===== src/hw/mas_pkg.sv =====
package mas_pkg;

   // widths of the address path and the return stack
   localparam int ADDR_W = 10;
   localparam int STACK_DEPTH = 4;
   localparam int PTR_W = 2;

   // values after reset
   localparam logic [ADDR_W-1:0] ADDR_RST = 10'h000;
   localparam logic [PTR_W-1:0] PTR_RST = 2'h0;
   localparam logic OE_RST = 1'b0;

   // increments used by the next-address logic
   localparam logic [ADDR_W-1:0] ADDR_STEP1 = 10'h001;
   localparam logic [ADDR_W-1:0] ADDR_STEP2 = 10'h002;
   localparam logic [ADDR_W-1:0] ADDR_ZERO = 10'h000;
   localparam logic [PTR_W-1:0] PTR_STEP = 2'h1;

   // next-address command codes
   localparam logic [2:0] CMD_SKIP_ON_TEST = 3'h0;
   localparam logic [2:0] CMD_STEP_ONE = 3'h1;
   localparam logic [2:0] CMD_LOOP_ON_TEST = 3'h2;
   localparam logic [2:0] CMD_STACK_RETURN = 3'h3;
   localparam logic [2:0] CMD_CALL_ON_TEST = 3'h4;
   localparam logic [2:0] CMD_MARK_LOOP = 3'h5;
   localparam logic [2:0] CMD_JUMP_ON_TEST = 3'h6;
   localparam logic [2:0] CMD_JUMP_ZERO = 3'h7;

   // source of the next address
   typedef enum logic [2:0] {
      MAS_SEL_STEP1,
      MAS_SEL_STEP2,
      MAS_SEL_BRANCH,
      MAS_SEL_STACK,
      MAS_SEL_ZERO
   } mas_sel_t;

   // stack action taken on the falling edge
   typedef enum logic [1:0] {
      MAS_STK_NONE,
      MAS_STK_PUSH_NEXT,
      MAS_STK_PUSH_CUR,
      MAS_STK_POP
   } mas_stk_t;

endpackage


===== src/hw/mas_next_decode.sv =====
`timescale 1ns/10ps
`default_nettype none

// turns command and test into an address source and a stack action
module mas_next_decode
   import mas_pkg::*;
(
   input wire logic [2:0] command_i,
   input wire logic test_i,
   output mas_sel_t sel_o,
   output mas_stk_t stk_o
);

   // a low test on a conditional command always falls back to current+1
   always_comb begin
      sel_o = MAS_SEL_STEP1;
      stk_o = MAS_STK_NONE;
      case (command_i)
         CMD_SKIP_ON_TEST: begin
            sel_o = test_i ? MAS_SEL_STEP2 : MAS_SEL_STEP1;
         end
         CMD_STEP_ONE: begin
            sel_o = MAS_SEL_STEP1;
         end
         CMD_LOOP_ON_TEST: begin
            sel_o = test_i ? MAS_SEL_STACK : MAS_SEL_STEP1;
            stk_o = MAS_STK_POP;
         end
         CMD_STACK_RETURN: begin
            sel_o = MAS_SEL_STACK;
            stk_o = MAS_STK_POP;
         end
         CMD_CALL_ON_TEST: begin
            sel_o = test_i ? MAS_SEL_BRANCH : MAS_SEL_STEP1;
            stk_o = test_i ? MAS_STK_PUSH_NEXT : MAS_STK_NONE;
         end
         CMD_MARK_LOOP: begin
            sel_o = MAS_SEL_STEP1;
            stk_o = MAS_STK_PUSH_CUR;
         end
         CMD_JUMP_ON_TEST: begin
            sel_o = test_i ? MAS_SEL_BRANCH : MAS_SEL_STEP1;
         end
         CMD_JUMP_ZERO: begin
            sel_o = MAS_SEL_ZERO;
         end
         default: begin
            sel_o = MAS_SEL_STEP1;
            stk_o = MAS_STK_NONE;
         end
      endcase
   end

endmodule // mas_next_decode

`default_nettype wire


===== src/hw/mas_sequencer.sv =====
`timescale 1ns/10ps
`default_nettype none

module mas_sequencer
   import mas_pkg::*;
(
   input wire logic clock_i,
   input wire logic sys_rst_i,
   input wire logic [2:0] next_address_command_i,
   input wire logic test_i,
   input wire logic [ADDR_W-1:0] branch_target_in_i,
   input wire logic output_enable_n_i,
   output logic [ADDR_W-1:0] microaddress_out_o,
   output logic microaddress_oe_o
);

   logic [ADDR_W-1:0] addr_r;
   logic [ADDR_W-1:0] addr_nxt;
   logic [PTR_W-1:0] ptr_r;
   logic [PTR_W-1:0] ptr_nxt;
   logic oe_r;
   logic [ADDR_W-1:0] addr_plus1;
   logic [ADDR_W-1:0] addr_plus2;
   logic [ADDR_W-1:0] pop_data;
   logic [ADDR_W-1:0] push_data;
   logic push_en;
   logic pop_en;
   logic [PTR_W-1:0] push_idx;
   mas_sel_t sel;
   mas_stk_t stk;

   // one decoder serves both edges, so the command must hold for the whole cycle
   mas_next_decode u_decode (
      .command_i(next_address_command_i),
      .test_i(test_i),
      .sel_o(sel),
      .stk_o(stk)
   );

   // the +1 and +2 adders wrap inside the 1024-word page
   assign addr_plus1 = addr_r + ADDR_STEP1;
   assign addr_plus2 = addr_r + ADDR_STEP2;

   // five-way next-address selector
   always_comb begin
      addr_nxt = addr_plus1;
      case (sel)
         MAS_SEL_STEP1: begin
            addr_nxt = addr_plus1;
         end
         MAS_SEL_STEP2: begin
            addr_nxt = addr_plus2;
         end
         MAS_SEL_BRANCH: begin
            addr_nxt = branch_target_in_i;
         end
         MAS_SEL_STACK: begin
            addr_nxt = pop_data;
         end
         MAS_SEL_ZERO: begin
            addr_nxt = ADDR_ZERO;
         end
         default: begin
            addr_nxt = addr_plus1;
         end
      endcase
   end

   // address register: only a rising edge changes it, so a held clock repeats the address
   always_ff @(posedge clock_i) begin
      if (sys_rst_i) begin
         addr_r <= ADDR_RST;
      end else begin
         addr_r <= addr_nxt;
      end
   end

   // pin enable is registered, so the pins follow the enable one rising edge late
   always_ff @(posedge clock_i) begin
      if (sys_rst_i) begin
         oe_r <= OE_RST;
      end else begin
         oe_r <= ~output_enable_n_i;
      end
   end

   assign microaddress_out_o = addr_r;
   assign microaddress_oe_o = oe_r;

   // stack action: a push lands above the pointer, a pop reads at the pointer
   assign push_en = (stk == MAS_STK_PUSH_NEXT) || (stk == MAS_STK_PUSH_CUR);
   assign pop_en = (stk == MAS_STK_POP);
   assign push_idx = ptr_r + PTR_STEP;
   assign push_data = (stk == MAS_STK_PUSH_NEXT) ? addr_plus1 : addr_r;

   // pointer moves modulo four; overflow and underflow are not flagged
   always_comb begin
      ptr_nxt = ptr_r;
      case (stk)
         MAS_STK_PUSH_NEXT: begin
            ptr_nxt = ptr_r + PTR_STEP;
         end
         MAS_STK_PUSH_CUR: begin
            ptr_nxt = ptr_r + PTR_STEP;
         end
         MAS_STK_POP: begin
            ptr_nxt = ptr_r - PTR_STEP;
         end
         MAS_STK_NONE: begin
            ptr_nxt = ptr_r;
         end
         default: begin
            ptr_nxt = ptr_r;
         end
      endcase
   end

   // pointer updates on the falling edge, half a cycle ahead of the address
   always_ff @(negedge clock_i) begin
      if (sys_rst_i) begin
         ptr_r <= PTR_RST;
      end else begin
         ptr_r <= ptr_nxt;
      end
   end

   // the popped entry is caught on the falling edge and used at the next rising edge
   mas_stack_mem u_stack (
      .clock_i(clock_i),
      .sys_rst_i(sys_rst_i),
      .wr_en_i(push_en),
      .wr_idx_i(push_idx),
      .wr_data_i(push_data),
      .rd_en_i(pop_en),
      .rd_idx_i(ptr_r),
      .rd_data_o(pop_data)
   );

   // conditional command helpers for the checks below
   logic cond_cmd;
   assign cond_cmd = (next_address_command_i == CMD_SKIP_ON_TEST) ||
                     (next_address_command_i == CMD_LOOP_ON_TEST) ||
                     (next_address_command_i == CMD_CALL_ON_TEST) ||
                     (next_address_command_i == CMD_JUMP_ON_TEST);
endmodule // mas_sequencer

`default_nettype wire


===== src/hw/mas_stack_mem.sv =====
`timescale 1ns/10ps
`default_nettype none

// four-entry return stack storage, written and read on the falling edge
module mas_stack_mem
   import mas_pkg::*;
(
   input wire logic clock_i,
   input wire logic sys_rst_i,
   input wire logic wr_en_i,
   input wire logic [PTR_W-1:0] wr_idx_i,
   input wire logic [ADDR_W-1:0] wr_data_i,
   input wire logic rd_en_i,
   input wire logic [PTR_W-1:0] rd_idx_i,
   output logic [ADDR_W-1:0] rd_data_o
);

   logic [ADDR_W-1:0] entry_r [STACK_DEPTH];

   // entries are not cleared; a return before any push gives stale data
   // a command left on the pins while reset is held must not overwrite an entry
   always_ff @(negedge clock_i) begin
      if (wr_en_i && !sys_rst_i) begin
         entry_r[wr_idx_i] <= wr_data_i;
      end
   end

   // read data held in a register until the next pop or reset
   always_ff @(negedge clock_i) begin
      if (sys_rst_i) begin
         rd_data_o <= ADDR_RST;
      end else if (rd_en_i) begin
         rd_data_o <= entry_r[rd_idx_i];
      end
   end

endmodule // mas_stack_mem

`default_nettype wire


===== config.mk =====
export PLATFORM = sky130hd
export DESIGN_NAME = mas_sequencer
export DESIGN_NICKNAME = d
export VERILOG_FILES = /design/src/hw/mas_pkg.sv /design/src/hw/mas_next_decode.sv /design/src/hw/mas_sequencer.sv /design/src/hw/mas_stack_mem.sv
export SDC_FILE = /design/constraint.sdc
export NUM_CORES = 1
export LEC_CHECK = 0
export BUFFER_PORTS_ARGS = -buffer_cell sky130_fd_sc_hd__buf_2
export CAP_MARGIN = 40
export CORE_MARGIN = 8
export CORE_UTILIZATION = 55
export CTS_BUF_LIST = sky130_fd_sc_hd__clkbuf_8
export CTS_CLUSTER_DIAMETER = 200
export DETAILED_ROUTE_END_ITERATION = 6
export GPL_TIMING_DRIVEN = 0
export PLACE_DENSITY = 0.81
export SETUP_SLACK_MARGIN = 0.15
export SLEW_MARGIN = 20
export SYNTH_ARGS = -nofsm -noshare
export SYNTH_HDL_FRONTEND = slang
export SYNTH_SLANG_ARGS = --single-unit

===== constraint.sdc =====
create_clock -name clock_i -period 2.5 [get_ports clock_i]
set_clock_uncertainty 0.15 [all_clocks]
set_input_delay 0.125 -clock clock_i [delete_from_list [all_inputs] [get_ports clock_i]]
set_output_delay 0.125 -clock clock_i [all_outputs]
set_load 0.01 [all_outputs]

==> results of run 1 <==
-- flip-flops by register name, summed over array words and instances, names as in the netlist --
register and flops:
ptr_r 2, u_stack.rd_data_o 10, microaddress_out_o 10, u_stack.entry_r 40, microaddress_oe_o 1
-- power by group --
part,internal (mW),switching (mW),leakage [nW]
Clock,0.693,0.698,0.397
Sequential,1.17,0.0376,0.562
Combinational,0.234,0.260,0.900
Total,2.10,0.995,1.86
-- layout by cell type, fill, tap and decap left out, types with 5 or more instances in the layout --
cell type / n
inv_1: 59
a21oi_1: 9
xnor2_1: 8
nor2_4: 5
nand2_1: 12
edfxtp_1: 40
xor2_1: 6
buf_4: 21
mux2i_1: 10
nand3_1: 5
nor2_1: 23
clkbuf_1: 6
mux4_2: 10
buf_2: 25
clkbuf_8: 10
buf_6: 5
dfxtp_1: 18
ha_4: 5
and2_4: 8
-- through the flow --
stage / area, um^2 / instances / utilization / setup TNS, ps / hold WS, ps
finish: 4511 / 454 / 0.8242 / -30590 / 22.83
global route: 4511 / 454 / 0.8242 / -32060 / 16.07
CTS: 4340 / 447 / 0.7931 / -23650 / 17.38
detailed placement: 3435 / 358 / 0.6276 / -77230 / 141.4
global placement: 3435 / 358 / 0.6276 / -73400 / 128.2
floorplan: 3214 / 260 / - / -44330 / 41.69
-- what timing repair did --
item                                    4_1_cts  5_1_grt
hold buffers                                  3        0
endpoints found under the setup margin       95      100
pin swaps                                    21       12
cloned                                        5        0
setup buffers                                14        7
gates resized for setup                      62       25
endpoints found under the hold margin         4        0
-- per-layer routing --
layer | vias to the layer above | track usage | part of all wire | routed length, um
li1 | 1194 | - | - | -
met1 | 1296 | 0.2591 | 0.37 | 3689
met2 | 173 | 0.3694 | 0.49 | 4881
met3 | 44 | 0.07325 | 0.079 | 782
met4 | 0 | 0.1569 | 0.052 | 516
met5 | - | 0 | 0 | 0
-- how the worst max path moves through the flow --
stage	startpoint	endpoint	slack, ps	cells past startpoint
final	next_address_command_i[1]	u_stack.entry_r[0][1]$_DFFE_NP_	-420	8
after global placement	test_i	u_stack.entry_r[2][9]$_DFFE_NP_	-1070	11
after detailed placement	test_i	u_stack.entry_r[0][9]$_DFFE_NP_	-1100	11
after global routing	test_i	u_stack.entry_r[1][9]$_DFFE_NP_	-480	11
after floorplan	next_address_command_i[1]	u_stack.entry_r[0][9]$_DFFE_NP_	-650	10
after CTS	next_address_command_i[1]	u_stack.entry_r[0][9]$_DFFE_NP_	-400	11
-- critical path, cell delays in order --
cell and delay [ps]:
buf_8 100, buf_8 120, nor2b_4 130, buf_8 130, or2_4 250, ha_4 160, clkbuf_16 140, o21ai_0 470
-- cell type report --
cell class                      count  share of cell area
Tap cell                           72             0.01997
Clock inverter                     59             0.06685
Multi-Input combinational cell    172              0.3775
Clock buffer                        9             0.02746
Buffer                             21             0.04411
Timing Repair Buffer               51             0.08793
Inverter                            7            0.005825
Sequential cell                    63              0.3703
-- cell families (layout without fill, tap and decap cells) --
| kind of cell | after synthesis | count (layout) |
|---|---|---|
| compound gates | 43 | 43 |
| buf+inv | 29 | 147 |
| xor+xnor | 22 | 22 |
| simple gates | 74 | 78 |
| mux | 20 | 20 |
| flops | 63 | 63 |
| fa+ha+maj | 9 | 9 |
==> results.py, run 1 <==
metrics = {
    "route": {
        "wire_per_inst_um": 21.74,
        "dr.pass1.iters": 5,
        "antenna_left": 0,
        "drtIter0Drc": 302,
        "routed_wl_mm": 9.870,
        "drc": 0,
        "vias": 2707,
        "via_per_inst": 5.963,
    },
    "worst_setup_path": {
        "rr_endpoint": "u_stack.entry_r[0][9]$_DFFE_NP_",
        "critPathMaxFanout": 4,
        "cp-end-kind": "flip-flop",
        "critPathRequiredTime_ps": 1210,
        "r2r_cells": 5,
        "r2r-start": "microaddress_out_o[3]$_SDFF_PP0_",
        "cp.arrival_ps": 1630,
        "reg2reg_slack_ps": -380,
        "startpoint_type": "primary input",
        "worstSetupPathType": "in -> reg",
    },
    "die": {
        "start_util": 0.5647,
        "core_um2": 5473,
        "io_pins": 28,
        "die_area_um2": 8274,
        "die-height_um": 90.96,
        "rows": 27,
        "die_x_um": 90.96,
    },
    "cts": {
        "h-tree-depth": 3,
        "cts_inserted_buffers": 9,
        "cts_tree": "yes",
        "ctsLongestPathBuffers": 2,
        "numClockSinks": 63,
        "clock_latency_ps": 410,
        "cts-root-buf": "clkbuf_8",
        "clkSlewWorstSetupHoldPaths_ps": 80,
    },
    "sta": {
        "fin_ws_ps": -421.4,
        "setup_viol": 92,
        "rsz0062_at_grt": "yes",
        "tightest_slew_ps": 737.1,
        "drv_slew": 0,
        "hold_viol": 0,
        "relSlewSlack": 0.5073,
    },
    "synth": {
        "async_flop_share": 0,
        "synth_area_um2": 3090,
        "synth_top_family_by_area": "simple AND/OR/NAND/NOR gates",
        "synthMuxAreaShare": 0.1053,
        "synth_fa_ha_area_frac": 0.03644,
        "syn-instance-count": 260,
        "yosysMostFrequentCell": "edfxtp_1",
        "yosys_register_bits": 63,
        "synth_compound_area_frac": 0.09879,
        "synth_area_leaders": "edfxtp_1 (39%), dfxtp_1 (15%), mux4_2 (7.3%), xnor2_1 (3.7%), ha_1 (3.6%)",
        "synth_top_area_frac": 0.3887,
        "synth-warning-count": 0,
        "synthesis.nets": 286,
        "yosys-top-cells-count": "edfxtp_1 (40), nor2_1 (28), dfxtp_1 (23), nand2_1 (16), xnor2_1 (13)",
        "synth.yosys.seq_area_share": 0.5377,
        "synth_xor_xnor_area_share": 0.06235,
        "synthSimpleGateAreaFrac": 0.1211,
        "yosys.area.top_type": "edfxtp_1",
        "synth-edff-count": 40,
        "yosysUniqueCellTypes": 39,
        "avgSynthCellArea_um2": 11.89,
        "synth-main-ff-cell": "edfxtp_1",
    },
    "hold_path": {
        "hp-class": "in -> reg",
        "hp-start": "next_address_command_i[0]",
        "holdPathStages": 4,
        "worstHoldEndpoint": "microaddress_out_o[5]$_SDFF_PP0_",
    },
    "placed_design": {
        "place_ws_ps": -1101,
        "dp_hpwl_mm": 5.032,
        "portBuffers": 26,
        "gp_congestion": 0.8924,
    },
    "pwr": {
        "ir_drop_mv": 0.5697,
        "cellLeakagePower_nw": 1.859,
        "p_per_area_nw_per_um2": 686.3,
        "p_total_mw": 3.095,
    },
    "run_status": {
        "status": "finished with violations",
        "violations": "setup timing",
    },
    "layout": {
        "multi_input_area_um2": 1703,
        "fill_cells": 281,
        "regArea_um2": 1670,
        "antennaDiodeCount": 0,
        "syn_to_final_growth_pct": 45.95,
        "nets": 403,
        "drive_gt1_frac": 0.3796,
    },
    "global_route": {
        "grt_pass1_wl_mm": 14.52,
        "grt_start_max_net_pins": 13,
        "grt_pass1_vias": 2729,
        "grt.overflow.total": 0,
        "grt.total_usage": 0.2308,
        "antenna_found_initial": 0,
    },
    "run": {
        "maxCapViolCount": 0,
    },
}
No activity file was read; power rests on OpenSTA's default activity.
==> inputs of run 2 (changes only) <==
--- a/config.mk
+++ b/config.mk
@@ -8,12 +8,12 @@
 export BUFFER_PORTS_ARGS = -buffer_cell sky130_fd_sc_hd__buf_2
 export CAP_MARGIN = 40
 export CORE_MARGIN = 8
-export CORE_UTILIZATION = 55
+export CORE_UTILIZATION = 35
 export CTS_BUF_LIST = sky130_fd_sc_hd__clkbuf_8
 export CTS_CLUSTER_DIAMETER = 200
 export DETAILED_ROUTE_END_ITERATION = 6
 export GPL_TIMING_DRIVEN = 0
-export PLACE_DENSITY = 0.81
+export PLACE_DENSITY = 0.58
 export SETUP_SLACK_MARGIN = 0.15
 export SLEW_MARGIN = 20
 export SYNTH_ARGS = -nofsm -noshare
==> run 2 against run 1 <==
The run still ends with setup timing left. Total power down 3.5%. Via count decreased by 7.1%. Non-clock buffer count increased by 11. Clock power is 7% lower. Sequential share of layout area is 0.94 points lower. Final area up 2.7%. Sequential power barely moved. Cell count is 10% higher. Global-route usage down 7.8 points.
==> results.py, run 2 (same netlist as run 1, synthesis figures left out) <==
metrics = {
    "run_status": {
        "status": "finished with violations",
        "violations": "setup timing",
    },
    "die": {
        "die_area_um2": 12090,
        "die-height_um": 110.0,
        "io_pins": 28,
        "core_um2": 8636,
        "start_util": 0.3579,
        "rows": 34,
        "die_x_um": 110.0,
    },
    "placed_design": {
        "gp_congestion": 0.8199,
        "place_area_um2": 3480,
        "dp_hpwl_mm": 5.291,
        "place_ws_ps": -1191,
        "portBuffers": 26,
    },
    "layout": {
        "syn_to_final_growth_pct": 49.88,
        "multi_input_area_um2": 1679,
        "fill_cells": 751,
        "drive_gt1_frac": 0.3868,
        "nets": 414,
        "regMostFlops": "u_stack.entry_r",
        "final_area_um2": 4632,
        "largest_register_ff_count": 40,
        "regArea_um2": 1672,
        "final_common_cell": "inv_1",
        "post-route-util": 0.5364,
        "antennaDiodeCount": 0,
        "final_cell_mix": "inv_1 (59), edfxtp_1 (40), buf_2 (25)",
    },
    "global_route": {
        "grt_pass1_vias": 2698,
        "grt.total_usage": 0.1533,
        "antenna_found_initial": 0,
        "grt_pass1_wl_mm": 13.70,
        "grt_start_max_net_pins": 14,
        "grt.overflow.total": 0,
    },
    "route": {
        "via_per_inst": 5.020,
        "antenna_left": 0,
        "drc": 0,
        "vias": 2515,
        "drtIter0Drc": 131,
        "wire_per_inst_um": 17.64,
        "dr.pass1.iters": 4,
        "routed_wl_mm": 8.838,
    },
    "hold_path": {
        "hp-class": "in -> reg",
    },
    "worst_setup_path": {
        "critPathMaxFanout": 6,
        "worstSetupPathType": "in -> reg",
        "cp-end-kind": "flip-flop",
        "cp.arrival_ps": 1720,
        "critPathRequiredTime_ps": 1320,
        "startpoint_type": "primary input",
    },
    "sta": {
        "tightest_slew_ps": 779.9,
        "relSlewSlack": 0.4787,
        "hold_ws_ps": 3.268,
        "hold_viol": 0,
        "fin_ws_ps": -403.4,
        "fin_tns_setup_ps": -27470,
        "drv_slew": 0,
        "rsz0062_at_grt": "yes",
        "setup_viol": 91,
    },
    "pwr": {
        "ir_drop_mv": 0.3508,
        "cellLeakagePower_nw": 1.919,
        "p_per_area_nw_per_um2": 644.7,
    },
    "cts": {
        "h-tree-depth": 3,
        "ctsLongestPathBuffers": 2,
        "clock_latency_ps": 390,
        "cts_inserted_buffers": 9,
        "cts-root-buf": "clkbuf_8",
        "clkSlewWorstSetupHoldPaths_ps": 90,
        "cts_tree": "yes",
        "numClockSinks": 63,
    },
    "run": {
        "maxCapViolCount": 0,
    },
}
-- run 2: metal layers --
layer  vias to the layer above  routed length, um  global-route usage
met2                        48               4304              0.2406
met1                      1242               3970              0.1896
met5                         -                  0                   0
li1                       1216                  -                   -
met3                         9                411             0.05158
met4                         0                152             0.06172
-- run 2: worst max-delay path: stages --
cell and delay, ps:
buf_6 100, buf_8 110, buf_4 130, nor2_4 120, or2_4 170, ha_4 130, buf_8 110, nand2_2 50
or2_4 300, nor2_4 150, xor2_4 210
-- run 2: power by group --
part	total [mW]	internal, mW	switching, mW
clock	1.29	0.600	0.689
sequential	1.20	1.17	0.0315
combinational	0.493	0.243	0.250
total	2.99	2.02	0.970
-- run 2: through the flow --
| stage | power (mW) | instances |
|---|---|---|
| after floorplan | 1.594 | 260 |
| after global placement | 1.701 | 394 |
| after detailed placement | 1.703 | 394 |
| after CTS | 2.991 | 491 |
| after global routing | 3.168 | 501 |
| final | 2.986 | 501 |
-- run 2: worst paths after layout --
check                                                  startpoint                                 to  slack (ps)  cells past startpoint
worst max-delay path                    next_address_command_i[1]    u_stack.entry_r[2][7]$_DFFE_NP_        -400                     11
worst min register to register  u_stack.rd_data_o[0]$_SDFFE_NP0N_  u_stack.rd_data_o[0]$_SDFFE_NP0N_         340                      2
worst min-delay path                    next_address_command_i[0]   microaddress_out_o[5]$_SDFF_PP0_           3                      4
worst max register to register   microaddress_out_o[2]$_SDFF_PP0_    u_stack.entry_r[2][7]$_DFFE_NP_        -380                      5
-- run 2: layout make-up --
class	instances	share of cell area
Multi-Input combinational cell	172	0.3625
Sequential cell	63	0.3609
Timing Repair Buffer	62	0.1089
Clock inverter	59	0.06267
Buffer	21	0.04349
Tap cell	108	0.02917
Clock buffer	9	0.02674
Inverter	7	0.005673
-- run 2: repair_timing --
| action | CTS | global route |
|---|---|---|
| gates cloned | 5 | 0 |
| pin swaps | 26 | 16 |
| hold endpoints to repair | 4 | 0 |
| endpoints found under the setup margin | 95 | 97 |
| setup buffers | 21 | 10 |
| gates resized for setup | 68 | 26 |
| hold buffers | 4 | 0 |
==> inputs of run 3 (changes only) <==
--- a/config.mk
+++ b/config.mk
@@ -7,12 +7,12 @@
 export LEC_CHECK = 0
 export BUFFER_PORTS_ARGS = -buffer_cell sky130_fd_sc_hd__buf_2
 export CAP_MARGIN = 40
-export CORE_MARGIN = 8
+export CORE_MARGIN = 3
 export CORE_UTILIZATION = 35
 export CTS_BUF_LIST = sky130_fd_sc_hd__clkbuf_8
 export CTS_CLUSTER_DIAMETER = 200
 export DETAILED_ROUTE_END_ITERATION = 6
-export GPL_TIMING_DRIVEN = 0
+export GPL_TIMING_DRIVEN = 1
 export PLACE_DENSITY = 0.58
 export SETUP_SLACK_MARGIN = 0.15
 export SLEW_MARGIN = 20
==> run 3 against run 2 <==
Final area increased by 0.49%. Critical path type is now reg -> reg. Critical path depth decreased by 6. Clock power is 5% lower. First-iteration DRC count is 2.3% higher. The run still ends with setup timing left. Sequential share of layout area is 0.12 points lower. Largest power group unchanged. Register-to-register slack improved by 80 ps. Largest cell class is now registers.
==> results.py, run 3 (same netlist as run 1, synthesis figures left out) <==
metrics = {
    "die": {
        "rows": 33,
        "core_um2": 8382,
        "start_util": 0.3687,
        "die_x_um": 99.97,
        "io_pins": 28,
        "die-height_um": 99.97,
        "die_area_um2": 9993,
    },
    "cts": {
        "cts_inserted_buffers": 9,
        "clock_latency_ps": 390,
        "h-tree-depth": 3,
        "cts-root-buf": "clkbuf_8",
        "clkSlewWorstSetupHoldPaths_ps": 80,
        "cts_tree": "yes",
        "numClockSinks": 63,
        "ctsLongestPathBuffers": 2,
    },
    "route": {
        "dr.pass1.iters": 4,
        "antenna_left": 0,
        "wl_met2_mm": 4.205,
        "drc": 0,
        "via_per_inst": 4.990,
        "top_layer_used": "met4",
        "routed_wl_mm": 8.403,
        "wire_per_inst_um": 16.32,
        "wl_met1_mm": 3.775,
        "dr_wl_met3_um": 282,
        "drtIter0Drc": 134,
        "vias": 2570,
    },
    "layout": {
        "nets": 431,
        "regMostFlops": "u_stack.entry_r",
        "antennaDiodeCount": 0,
        "final_common_cell": "buf_4",
        "final_cell_mix": "buf_4 (58), inv_1 (57), edfxtp_1 (40)",
        "syn_to_final_growth_pct": 50.61,
        "largest_register_ff_count": 40,
        "drive_gt1_frac": 0.4415,
    },
    "sta": {
        "hold_ws_ps": 44.83,
        "fin_tns_setup_ps": -11580,
        "tightest_slew_ps": 308.1,
        "setup_viol": 76,
        "drv_slew": 0,
        "relSlewSlack": 0.7943,
        "hold_viol": 0,
        "fin_ws_ps": -304.8,
        "rsz0062_at_grt": "yes",
    },
    "hold_path": {
        "hp-class": "in -> reg",
    },
    "worst_setup_path": {
        "critPathRequiredTime_ps": 1230,
        "critPathMaxFanout": 4,
        "startpoint_type": "flip-flop",
        "cp.arrival_ps": 1540,
        "slowest_delay_ps": 370,
        "cpLargestDelayFamily": "flip-flops",
        "crit_buf_inv": 1,
        "cp-end-kind": "flip-flop",
        "cp_slowest_cell": "dfxtp_4",
        "path_cells": "ha_4 > nand3_4 > or2_4 > xnor2_2 > buf_4",
        "worstSetupPathType": "reg -> reg",
    },
    "pwr": {
        "cellLeakagePower_nw": 1.979,
        "swShare": 0.3159,
        "p_int_mw": 2.025,
        "seq_power_share": 0.409,
        "clkPwrFrac": 0.416,
        "p_comb_frac": 0.175,
        "p_per_area_nw_per_um2": 636.0,
        "ir_drop_mv": 0.3645,
        "switchingPower_mw": 0.9352,
    },
    "run": {
        "maxCapViolCount": 0,
    },
    "run_status": {
        "status": "finished with violations",
        "violations": "setup timing",
    },
    "placed_design": {
        "portBuffers": 27,
        "place_ws_ps": -749.3,
        "gp_congestion": 0.8637,
        "dp_hpwl_mm": 5.302,
    },
    "global_route": {
        "grt.overflow.total": 0,
        "antenna_found_initial": 0,
        "grt_pass1_wl_mm": 13.74,
        "grt_start_max_net_pins": 24,
        "grt_pass1_vias": 2735,
        "grt.total_usage": 0.1818,
    },
}
## run 3: timing repair
action,4_1_cts,5_1_grt
buffers inserted,12,2
hold buffers,2,0
hold endpoints to repair,2,0
endpoints found under the setup margin,95,97
resized for setup,68,9
pin swaps,18,10
gates cloned,4,0
## run 3: layer usage
layer  up-vias  GRT usage
li1       1249          -
met1      1263     0.2319
met2        48     0.2863
met3        10    0.04309
met4         0    0.09664
met5         -          0
## run 3: worst min-delay path: stages
cell	delay (ps)
buf_2	100
a31oi_1	200
a221oi_2	80
## run 3: layout make-up
cell class	instances	area, um^2
fill	723	3727
sequential	63	1674
multi-input combinational	172	1642
timing repair buffer	100	778.2
clock inverter	59	276.5
tap	105	131.4
clock buffer	9	123.9
inverter	7	28.78
## run 3: worst paths after layout
path / from / endpoint / slack (ps) / cells after the start
worst min register to register: u_stack.rd_data_o[0]$_SDFFE_NP0N_ / u_stack.rd_data_o[0]$_SDFFE_NP0N_ / 350 / 2
worst max-delay path: microaddress_out_o[1]$_SDFF_PP0_ / u_stack.entry_r[3][5]$_DFFE_NP_ / -300 / 5
worst min-delay path: branch_target_in_i[2] / microaddress_out_o[2]$_SDFF_PP0_ / 40 / 3
worst max register to register: microaddress_out_o[1]$_SDFF_PP0_ / u_stack.entry_r[3][5]$_DFFE_NP_ / -300 / 5
## run 3: power by group through the flow
| stage | combinational [mW] | clock [mW] | sequential (mW) |
|---|---|---|---|
| finish | 0.518 | 1.23 | 1.21 |
| CTS | 0.508 | 1.28 | 1.21 |
| floorplan | 0.253 | 0.127 | 1.21 |
| global route | 0.561 | 1.41 | 1.21 |
| global placement | 0.415 | 0.127 | 1.22 |
| detailed placement | 0.417 | 0.127 | 1.22 |
## run 3: stage by stage
stage / power (mW) / cells / cell area [um^2] / util
global placement: 1.759 / 428 / 3787 / 0.4519
CTS: 2.998 / 513 / 4586 / 0.5471
detailed placement: 1.761 / 428 / 3787 / 0.4519
global route: 3.178 / 515 / 4654 / 0.5553
floorplan: 1.594 / 260 / 3214 / -
finish: 2.960 / 515 / 4654 / 0.5553
